[config.mk]
export PLATFORM = sky130hd
export DESIGN_NAME = msc_regs
export DESIGN_NICKNAME = d
export VERILOG_FILES = /design/src/design/msc_pkg.sv /design/src/design/msc_regs.sv
export SDC_FILE = /design/constraint.sdc
export NUM_CORES = 1
export LEC_CHECK = 0
export ABC_CLOCK_PERIOD_IN_PS = 3500
export BUFFER_PORTS_ARGS = -buffer_cell sky130_fd_sc_hd__buf_2
export CAP_MARGIN = 10
export CORE_MARGIN = 2
export CORE_UTILIZATION = 48
export CTS_BUF_LIST = sky130_fd_sc_hd__clkbuf_8
export DETAILED_ROUTE_END_ITERATION = 8
export PLACE_DENSITY = 0.95
export SYNTH_ARGS = -nofsm -noshare
export SYNTH_HDL_FRONTEND = slang
export SYNTH_SLANG_ARGS = --single-unit
[constraint.sdc]
create_clock -name ref_clk -period 3.5 [get_ports ref_clk]
set_clock_uncertainty 0.15 [all_clocks]
set_input_delay 0.7 -clock ref_clk [delete_from_list [all_inputs] [get_ports ref_clk]]
set_output_delay 0.7 -clock ref_clk [all_outputs]
set_load 0.02 [all_outputs]
[src/design/msc_pkg.sv]
// Shared constants and types for the mode and system control registers
package msc_pkg;

  // Register bus widths
  localparam int ADDR_W = 8;
  localparam int DATA_W = 8;

  // Register offsets on the plain register port
  localparam logic [ADDR_W-1:0] OFS_MODE_PIN_STATUS = 8'h00;
  localparam logic [ADDR_W-1:0] OFS_SYSTEM_CONTROL = 8'h01;
  localparam logic [ADDR_W-1:0] OFS_PIN_FUNCTION = 8'h02;

  // Mode status field positions
  localparam int MPS_RSVD_HI = 7;
  localparam int MPS_ZERO_MSB = 6;
  localparam int MPS_ZERO_LSB = 3;
  localparam int MPS_PIN_MSB = 2;
  localparam int MPS_PIN_LSB = 0;

  // System control field positions
  localparam int SC_MAC_SAT = 7;
  localparam int SC_IRQ_MSB = 5;
  localparam int SC_IRQ_LSB = 4;
  localparam int SC_NMI_EDGE = 3;
  localparam int SC_RAM_EN = 0;

  // Pin function field position
  localparam int PF_F7_ALT = 0;

  // Reset values
  localparam logic MPS_RSVD_HI_RST = 1'b1;
  localparam logic [2:0] MPS_PIN_RST = 3'h0;
  localparam logic SC_MAC_SAT_RST = 1'b0;
  localparam logic SC_NMI_EDGE_RST = 1'b0;
  localparam logic SC_RAM_EN_RST = 1'b1;
  localparam logic PF_F7_ALT_RST = 1'b0;
  localparam logic NMI_PREV_RST = 1'b1;

  // Only single-chip advanced operation exists
  localparam logic [2:0] MODE7_PINS = 3'h7;
  localparam int ADDR_SPACE_BITS = 24;
  localparam logic [DATA_W-1:0] UNMAPPED_RDATA = 8'h00;

  // Interrupt controller modes; the odd codes are prohibited
  typedef enum logic [1:0] {
    MSC_IRQ_MODE0 = 2'b00,
    MSC_IRQ_BAD1 = 2'b01,
    MSC_IRQ_MODE2 = 2'b10,
    MSC_IRQ_BAD3 = 2'b11
  } msc_irq_mode_t;

  // One register bus request
  typedef struct packed {
    logic [ADDR_W-1:0] addr;
    logic [DATA_W-1:0] wdata;
    logic wr;
    logic rd;
  } msc_req_t;

  // Settings that steer the rest of the chip
  typedef struct packed {
    logic mac_saturate_select;
    msc_irq_mode_t irq_mode;
    logic nmi_edge_select;
    logic onchip_ram_enable;
    logic portf_bit7_alt;
  } msc_ctrl_t;

endpackage : msc_pkg

[src/design/msc_regs.sv]
// Mode pin status and system control register bank
//
// Decided for this implementation: the strobed register port and the register offsets.
`timescale 1ns/1ps
module msc_regs (
  input wire logic ref_clk,
  input wire logic rst_b,
  input wire logic clk_en,
  input wire msc_pkg::msc_req_t req,
  output logic [msc_pkg::DATA_W-1:0] rdata,
  input wire logic [2:0] mode_pin,
  input wire logic nmi_pin,
  output logic nmi_request,
  output msc_pkg::msc_ctrl_t ctrl,
  output logic mode7_ok,
  output logic onchip_rom_enable,
  output logic ext_bus_enable,
  output logic [msc_pkg::ADDR_W-1:0] addr_space_bits
);
  import msc_pkg::*;

  // Address match, used for every register
  function automatic logic msc_hit(
    input logic [ADDR_W-1:0] a,
    input logic [ADDR_W-1:0] ofs
  );
    msc_hit = (a == ofs);
  endfunction : msc_hit

  // Legal interrupt mode codes
  function automatic logic msc_irq_legal(input logic [1:0] code);
    msc_irq_legal = (code == MSC_IRQ_MODE0) || (code == MSC_IRQ_MODE2);
  endfunction : msc_irq_legal

  // Stored state
  logic mps_rsvd_hi_r;
  logic mps_rsvd_hi_nxt;
  logic [2:0] mode_status_r;
  logic [2:0] mode_status_nxt;
  logic mac_sat_r;
  logic mac_sat_nxt;
  msc_irq_mode_t irq_mode_r;
  msc_irq_mode_t irq_mode_nxt;
  logic nmi_edge_r;
  logic nmi_edge_nxt;
  logic ram_en_r;
  logic ram_en_nxt;
  logic f7_alt_r;
  logic f7_alt_nxt;
  logic [DATA_W-1:0] rdata_r;
  logic [DATA_W-1:0] rdata_nxt;
  logic nmi_prev_r;
  logic nmi_req_r;
  logic nmi_req_nxt;
  logic mode7_r;

  // Strobe decode
  wire hit_mps = msc_hit(req.addr, OFS_MODE_PIN_STATUS);
  wire hit_sc = msc_hit(req.addr, OFS_SYSTEM_CONTROL);
  wire hit_pf = msc_hit(req.addr, OFS_PIN_FUNCTION);
  wire wr_mps = req.wr && hit_mps;
  wire wr_sc = req.wr && hit_sc;
  wire wr_pf = req.wr && hit_pf;
  wire rd_mps = req.rd && hit_mps;
  wire [1:0] irq_wr_code = req.wdata[SC_IRQ_MSB:SC_IRQ_LSB];

  assign mps_rsvd_hi_nxt = wr_mps ? req.wdata[MPS_RSVD_HI] : mps_rsvd_hi_r;

  // pin levels caught only on status read
  assign mode_status_nxt = rd_mps ? mode_pin : mode_status_r;

  assign mac_sat_nxt = wr_sc ? req.wdata[SC_MAC_SAT] : mac_sat_r;

  // prohibited codes keep the old mode
  assign irq_mode_nxt = (wr_sc && msc_irq_legal(irq_wr_code))
                        ? msc_irq_mode_t'(irq_wr_code) : irq_mode_r;

  assign nmi_edge_nxt = wr_sc ? req.wdata[SC_NMI_EDGE] : nmi_edge_r;

  assign ram_en_nxt = wr_sc ? req.wdata[SC_RAM_EN] : ram_en_r;

  // port F bit 7 alternate use, I/O by default
  assign f7_alt_nxt = wr_pf ? req.wdata[PF_F7_ALT] : f7_alt_r;

  // Status image; read shows the freshly caught pins
  wire [DATA_W-1:0] mps_image;
  assign mps_image[MPS_ZERO_MSB:MPS_ZERO_LSB] = 4'h0;
  assign mps_image[MPS_RSVD_HI] = mps_rsvd_hi_r;
  // low bits carry pin levels in order
  assign mps_image[MPS_PIN_MSB:MPS_PIN_LSB] = mode_pin;

  // Control image
  wire [DATA_W-1:0] sc_image;
  assign sc_image = {mac_sat_r, 1'b0, irq_mode_r, nmi_edge_r, 2'b00, ram_en_r};

  // Pin function image
  wire [DATA_W-1:0] pf_image = {7'h00, f7_alt_r};

  // Read mux; unmapped addresses answer zero
  assign rdata_nxt = !req.rd ? rdata_r :
                     hit_mps ? mps_image :
                     hit_sc ? sc_image :
                     hit_pf ? pf_image : UNMAPPED_RDATA;

  // NMI edge detect against the selected polarity
  wire nmi_rise = nmi_pin && !nmi_prev_r;
  wire nmi_fall = !nmi_pin && nmi_prev_r;
  assign nmi_req_nxt = nmi_edge_r ? nmi_rise : nmi_fall;

  // Status register state
  always_ff @(posedge ref_clk or negedge rst_b) begin
    if (!rst_b) begin
      mps_rsvd_hi_r <= MPS_RSVD_HI_RST;
      mode_status_r <= MPS_PIN_RST;
    end else if (clk_en) begin
      mps_rsvd_hi_r <= mps_rsvd_hi_nxt;
      mode_status_r <= mode_status_nxt;
    end
  end

  // Control register state
  always_ff @(posedge ref_clk or negedge rst_b) begin
    if (!rst_b) begin
      mac_sat_r <= SC_MAC_SAT_RST;
      // mode 0 in force after reset
      irq_mode_r <= MSC_IRQ_MODE0;
      nmi_edge_r <= SC_NMI_EDGE_RST;
      ram_en_r <= SC_RAM_EN_RST;
      f7_alt_r <= PF_F7_ALT_RST;
    end else if (clk_en) begin
      mac_sat_r <= mac_sat_nxt;
      irq_mode_r <= irq_mode_nxt;
      nmi_edge_r <= nmi_edge_nxt;
      ram_en_r <= ram_en_nxt;
      f7_alt_r <= f7_alt_nxt;
    end
  end

  // Read data register; holds between reads
  always_ff @(posedge ref_clk or negedge rst_b) begin
    if (!rst_b) begin
      rdata_r <= UNMAPPED_RDATA;
    end else if (clk_en) begin
      rdata_r <= rdata_nxt;
    end
  end

  // NMI sampling; idle-high pin so no false fall
  always_ff @(posedge ref_clk or negedge rst_b) begin
    if (!rst_b) begin
      nmi_prev_r <= NMI_PREV_RST;
      nmi_req_r <= 1'b0;
    end else if (clk_en) begin
      nmi_prev_r <= nmi_pin;
      nmi_req_r <= nmi_req_nxt;
    end
  end

  // Mode pin check, a board fault if ever low
  always_ff @(posedge ref_clk or negedge rst_b) begin
    if (!rst_b) begin
      mode7_r <= 1'b0;
    end else if (clk_en) begin
      mode7_r <= (mode_pin == MODE7_PINS);
    end
  end

  // Outputs
  assign rdata = rdata_r;
  assign nmi_request = nmi_req_r;
  assign mode7_ok = mode7_r;
  assign ctrl.mac_saturate_select = mac_sat_r;
  assign ctrl.irq_mode = irq_mode_r;
  assign ctrl.nmi_edge_select = nmi_edge_r;
  assign ctrl.onchip_ram_enable = ram_en_r;
  // pin is plain I/O unless switched
  assign ctrl.portf_bit7_alt = f7_alt_r;
  // single chip: ROM on, no external bus
  assign onchip_rom_enable = 1'b1;
  assign ext_bus_enable = 1'b0;
  assign addr_space_bits = ADDR_W'(ADDR_SPACE_BITS);

endmodule : msc_regs

; ---- Word-level counts from Yosys, hierarchy flattened
; Cells that the tools add are included.
[totals]
word_cells = 34
regBits = 18
output_inout_bits = 26
in_bits = 25
[op_classes]
n_reduce_logical = 16
n_eq_ne = 4
n_mux = 4
[ops]
columns = op, count
row1 = 8-bit two-way mux, 2
row2 = 2-bit AND reduction, 5
row3 = "8-bit by 1-bit == test with 1-bit output, second input constant", 1
row4 = "8-bit by 2-bit == test with 1-bit output, second input constant", 1
row5 = 8-bit logical NOT, 1
row6 = 1-bit logical AND, 6
row7 = "3-bit == test, second input constant", 1
row8 = "2-bit == test, second input constant", 1
row9 = 1-bit logical NOT, 2
row10 = 2-bit logical NOT, 1
row11 = 1-bit two-way mux, 2
row12 = 1-bit logical OR, 1

; ---- Depth between registers and ports, before layout
; Gate-level depths: netlist of the first run.
[logic_depth]
ltp_word = 4
depth_mapped = 4
ltp_nobuf = 3

; ---- Worst setup path before layout of the first run
; No wires, ideal clock.
[synth_timing]
kind = input to register
from = input port req[15] (netlist bit)
to = register irq_mode_r[1]
setup_slack_ns = 1.337
arrival_ns = 1.885
path_buffers = 0
cell_stages = 3
path_cell_list = or4_4 -> nor4_4 -> mux2_1
[synth_via]
elab_chain_cells = 4
[synth_lines]
columns = element, line
row1 = from (decl), msc_regs.sv:9  ; input wire msc_pkg::msc_req_t req,
row2 = 8-bit by 1-bit == test with 1-bit output, msc_regs.sv:27  ; msc_hit = (a == ofs);
row3 = 1-bit logical AND, msc_regs.sv:62  ; wire wr_sc = req.wr && hit_sc;
row4 = 1-bit logical AND, msc_regs.sv:75  ; assign irq_mode_nxt = (wr_sc && msc_irq_legal(irq_wr_code))
row5 = 2-bit AND reduction (no source line), n/a
row6 = to (signal assigned), msc_regs.sv:132  ; irq_mode_r <= irq_mode_nxt;
row7 = to (decl), msc_regs.sv:42  ; msc_irq_mode_t irq_mode_r;
; No other way between the ends.
; A chain may end at the register's enable or synchronous reset.

; ---- Worst setup path in the final report of the first run
; Ends and elaborated chain as after synthesis.

==> results of run 1 <==
-- power groups by stage --
stage                     clock, W  sequential [W]  combinational, W
after global routing      0.000153        0.000206         0.0000612
after floorplan                  0        0.000211         0.0000383
after global placement           0        0.000209         0.0000532
after CTS                 0.000145        0.000206         0.0000551
final                     0.000141        0.000206         0.0000549
after detailed placement         0        0.000209         0.0000550
-- flip-flops by register name (all words and copies together), names as in the netlist --
register	count
ram_en_r	1
mac_sat_r	1
nmi_edge_r	1
f7_alt_r	1
mps_rsvd_hi_r	1
nmi_request	1
mode7_ok	1
irq_mode_r	2
rdata	7
nmi_prev_r	1
-- metrics by stage --
| step | setup WS (ps) | power, W | hold WS [ps] | utilization |
|---|---|---|---|---|
| 2_1_floorplan | 1340 | 0.000250 | 254 | - |
| 4_1_cts | 1420 | 0.000405 | 216 | 0.621 |
| 6_report | 1430 | 0.000402 | 208 | 0.621 |
| 3_5_place_dp | 1150 | 0.000264 | 323 | 0.596 |
| 3_3_place_gp | 1190 | 0.000262 | 314 | 0.596 |
| 5_1_grt | 1380 | 0.000420 | 232 | 0.621 |
-- worst max path at each step --
stage          startpoint             to  depth (start not counted)
6_report          req[15]  irq_mode_r[1]                          4
5_1_grt           req[15]  irq_mode_r[1]                          4
4_1_cts           req[15]  irq_mode_r[1]                          4
3_5_place_dp      req[15]  irq_mode_r[1]                          4
3_3_place_gp      req[15]  irq_mode_r[1]                          4
2_1_floorplan     req[15]  irq_mode_r[1]                          3
-- Yosys cell counts (2+ instances only) --
library cell  count  share of area
nor2_1            2         0.0081
conb_1            2         0.0081
dfstp_2           3          0.085
buf_4            15           0.12
mux2i_1           2          0.022
a22o_1            2          0.019
nand4_1           2          0.014
dfrtp_1          14           0.38
nor4_1            3          0.020
nand3b_1          2          0.016
mux2_2            6          0.073
nand2_1          13          0.053
o21ai_0           7          0.038
-- area by class of cell --
type,instances,area (µm²),share of cell area
Clock buffer,3,41.3,0.0377
Clock inverter,1,3.75,0.00342
Inverter,1,3.75,0.00342
Multi-Input combinational cell,62,407,0.371
Sequential cell,17,429,0.392
Tap cell,25,31.3,0.0285
Timing Repair Buffer,36,180,0.164
-- routing by layer --
metal | global-route usage | part of all wire | vias to the layer above
met4 | 0.141 | 0.041 | 0
met2 | 0.272 | 0.47 | 36
met5 | 0 | 0 | -
met3 | 0.0340 | 0.081 | 7
met1 | 0.236 | 0.41 | 314
li1 | - | - | 350
-- cells by family (layout without fill, tap and decap cells) --
logic type      count (synthesis)  in the layout  share of synthesized area
flops                          17             17                      0.465
simple gates                   32             32                      0.225
buf+inv                        17             41                      0.130
other cells                     2             11                    0.00814
compound gates                 10             10                     0.0638
mux                             9              9                      0.107
==> out/metrics.yaml, run 1 <==
status: "completed"
critPathMaxStageDelay_ps: 590
cts_tree: "yes"
p_int_w: 0.000299
drt-pass1-iter-count: 4
dp_hpwl_um: 1440
diodes: 0
tns_ps: 0
regToRegEndpoint: "nmi_request"
core_mm2: 0.00176
die_x_um: 47.8
synth-main-ff-cell: "dfrtp_1"
vias: 707
gp_congestion: 0.770
power_frac_seq: 0.512
reg2reg_depth: 2
clk_pin_slew_ps: 60
clkPwrFrac: 0.352
nFillCells: 152
drive_gt1_frac: 0.442
area_growth_pct: 18.9
antenna_found_initial: 0
r2r_setup_slack_ps: 2150
crit_chain: "buf_2 > or4_4 > nor4_4 > mux2_1"
yosysSeqAreaShare: 0.465
grt_pass1_wl_um: 2830
async_flop_share: 1.00
numCtsBuffers: 3
min_period_over_period: 0.593
irDropWorstVdd_v: 0.000288
num_io_pins: 51
syn_area_um2: 922
worst_setup_path_start_kind: "input port"
required_ps: 3490
p_comb_frac: 0.137
p_leak_nw: 0.572
ctsHoldBuffers: 0
drtIter0Drc: 6
post-route-min-period_ps: 2070
cp.arrival_ps: 2060
hold_violations: 0
cap_violations: 0
initial_core_util: 0.523
hold_class: "in2async"
cts_setup_buffers: 0
critPathTopFamily: "simple AND/OR/NAND/NOR gates"
rows: 15
crit_path_end_kind: "register"
path_buf_inv: 1
final_cell_mix: "36 x buf_2, 14 x dfrtp_1, 13 x nand2_1"
grt_setup_unrepaired: "no"
die_area_mm2: 0.00229
worstSetupPathType: "in2reg"
finish.instance_area_mm2: 0.00110
switching_share: 0.255
cts.sinks: 17
place_area_mm2: 0.00105
die_h_um: 47.8
clk_latency_ps: 250
grt_max_degree: 18
wl_per_cell_um: 12.1
dpl.cell_count: 141
grt_overflow: 0
final_cell_count_no_fill: 145
avgSynthCellArea_um2: 10.6
detail-route-antenna-nets: 0
grt_pass1_vias: 649
finalSetupViolCount: 0
max_freq_ghz: 0.482
power_density_mw_per_mm2: 367
slowest_stage: "or4_4"
critPathMaxFanout: 5
io_buffers: 36
yosysUniqueCellTypes: 27
ctsHtreeMaxLevel: 1
slew_violations: 0
routed_wl_um: 1760
final_common_cell: "buf_2"
reg2reg_from: "nmi_prev_r"
drc: 0
nets: 146
power_switching_w: 0.000103
track_usage: 0.184
synth_edf_count: 0
clockBufferDepth: 2
cts_root_buffer: "clkbuf_8"
synth-seq-cells: 17
yosys_warnings: 0
post_drt_via_cell_ratio: 4.88
cts.repair.resized: 0
syn_inst: 87
Power figures use the tool's default switching activity.
==> inputs of run 2 (changes only) <==
--- a/config.mk
+++ b/config.mk
@@ -5,14 +5,14 @@
 export SDC_FILE = /design/constraint.sdc
 export NUM_CORES = 1
 export LEC_CHECK = 0
-export ABC_CLOCK_PERIOD_IN_PS = 3500
+export ABC_CLOCK_PERIOD_IN_PS = 1800
 export BUFFER_PORTS_ARGS = -buffer_cell sky130_fd_sc_hd__buf_2
 export CAP_MARGIN = 10
 export CORE_MARGIN = 2
-export CORE_UTILIZATION = 48
+export CORE_UTILIZATION = 41
 export CTS_BUF_LIST = sky130_fd_sc_hd__clkbuf_8
 export DETAILED_ROUTE_END_ITERATION = 8
-export PLACE_DENSITY = 0.95
+export PLACE_DENSITY = 0.87
 export SYNTH_ARGS = -nofsm -noshare
 export SYNTH_HDL_FRONTEND = slang
 export SYNTH_SLANG_ARGS = --single-unit
==> constraint.sdc (replaced) <==
create_clock -name ref_clk -period 1.8 [get_ports ref_clk]
set_clock_uncertainty 0.15 [all_clocks]
set_input_delay 0.36 -clock ref_clk [delete_from_list [all_inputs] [get_ports ref_clk]]
set_output_delay 0.36 -clock ref_clk [all_outputs]
set_load 0.02 [all_outputs]
==> out/metrics.yaml, run 2 (same netlist as run 1, synthesis figures left out) <==
worst_hold_slack_ps: 185
p_total_w: 0.000792
diodes: 0
area_growth_pct: 25.2
die_h_um: 51.4
critPathMaxStageDelay_ps: 590
die_area_mm2: 0.00264
grt_max_degree: 18
grt_pass1_wl_um: 3050
grt_pass1_vias: 750
num_io_pins: 51
detail-route-antenna-nets: 0
irDropWorstVdd_v: 0.000605
ctsHtreeMaxLevel: 1
vias: 755
critPathMaxFanout: 5
numCtsBuffers: 3
cts_tree: "yes"
nets: 153
required_ps: 1780
antenna_found_initial: 0
hold_class: "in2reg"
cp.arrival_ps: 1730
hold_violations: 0
post_drt_via_cell_ratio: 4.87
track_usage: 0.153
place_area_mm2: 0.00110
clockBufferDepth: 2
dp_hpwl_um: 1570
drt-pass1-iter-count: 4
die_x_um: 51.4
tns_ps: 0
crit_chain: "buf_2 > or4_4 > nor4_4 > mux2_1"
power_density_mw_per_mm2: 686
largest_reg_flops: 7
drtIter0Drc: 7
cap_violations: 0
clk_latency_ps: 250
cts.sinks: 17
clk_pin_slew_ps: 60
slew_violations: 0
crit_path_end_kind: "register"
max_freq_ghz: 0.572
status: "completed"
finalSetupViolCount: 0
cts_root_buffer: "clkbuf_8"
nFillCells: 199
rows: 17
min_period_over_period: 0.971
io_buffers: 36
core_mm2: 0.00217
final_common_cell: "buf_2"
drive_gt1_frac: 0.465
drc: 0
final_cell_mix: "36 x buf_2, 14 x dfrtp_1, 13 x nand2_1"
grt_overflow: 0
routed_wl_um: 1900
gp_congestion: 0.742
p_leak_nw: 0.605
cts.repair.resized: 0
worstSetupPathType: "in2reg"
worst_setup_path_start_kind: "input port"
slowest_stage: "or4_4"
initial_core_util: 0.425
grt_setup_unrepaired: "no"
post-route-min-period_ps: 1750
wl_per_cell_um: 12.3
finish.instance_area_mm2: 0.00115
run 2: cell types whose count changed in the layout (fill, tap and decap cells not counted):
cell and delta:
buf_4 +6, dlygate4sd3_1 +1
run 2: through the flow:
step,std cells,setup WS (ps),utilization
after floorplan,96,-22.6,-
after global placement,150,-176,0.507
after detailed placement,150,-206,0.507
after CTS,155,44.4,0.532
after global routing,155,31.4,0.532
final,155,51.5,0.532
run 2: what timing repair did:
item	in CTS	in global routing
setup buffers	0	0
hold buffers	1	0
endpoints found under the hold margin	14	0
run 2: worst paths after layout:
| check | cells past startpoint | slack (ps) | to | startpoint |
|---|---|---|---|---|
| max | 4 | 50 | irq_mode_r[1] | req[15] |
| max in group asynchronous | 2 | 770 | nmi_prev_r | rst_b |
| min reg2reg | 2 | 330 | rdata[1] | rdata[1] |
| min in group asynchronous | 2 | 410 | mac_sat_r | rst_b |
| min | 2 | 180 | irq_mode_r[1] | req[7] |
| max reg2reg | 2 | 420 | nmi_request | nmi_prev_r |
run 2: cell type report:
cell class	count	area, µm²	share of cell area
Sequential cell	17	429	0.372
Multi-Input combinational cell	62	407	0.352
Timing Repair Buffer	43	235	0.204
Clock buffer	3	41.3	0.0358
Tap cell	28	35.0	0.0303
Clock inverter	1	3.75	0.00325
Inverter	1	3.75	0.00325
run 2: where the power goes:
part | total, W | internal (W) | leakage [nW] | switching (W)
clock | 0.000272 | 0.000151 | 0.0269 | 0.000121
sequential | 0.000401 | 0.000394 | 0.224 | 0.00000613
combinational | 0.000120 | 0.0000461 | 0.354 | 0.0000738
total | 0.000792 | 0.000592 | 0.605 | 0.000200
run 2: critical path, delay by kind of cell:
| family | cells | cell delay, ps |
|---|---|---|
| multiplexers | 1 | 350 |
| buffers and inverters | 1 | 110 |
| AND/OR/NAND/NOR | 2 | 910 |
run 2: routing by layer:
metal	track usage	up-vias	part of all wire
met5	0	-	0
met4	0.0570	0	0.011
met3	0.0351	2	0.068
met2	0.301	30	0.55
met1	0.152	366	0.37
li1	-	357	-
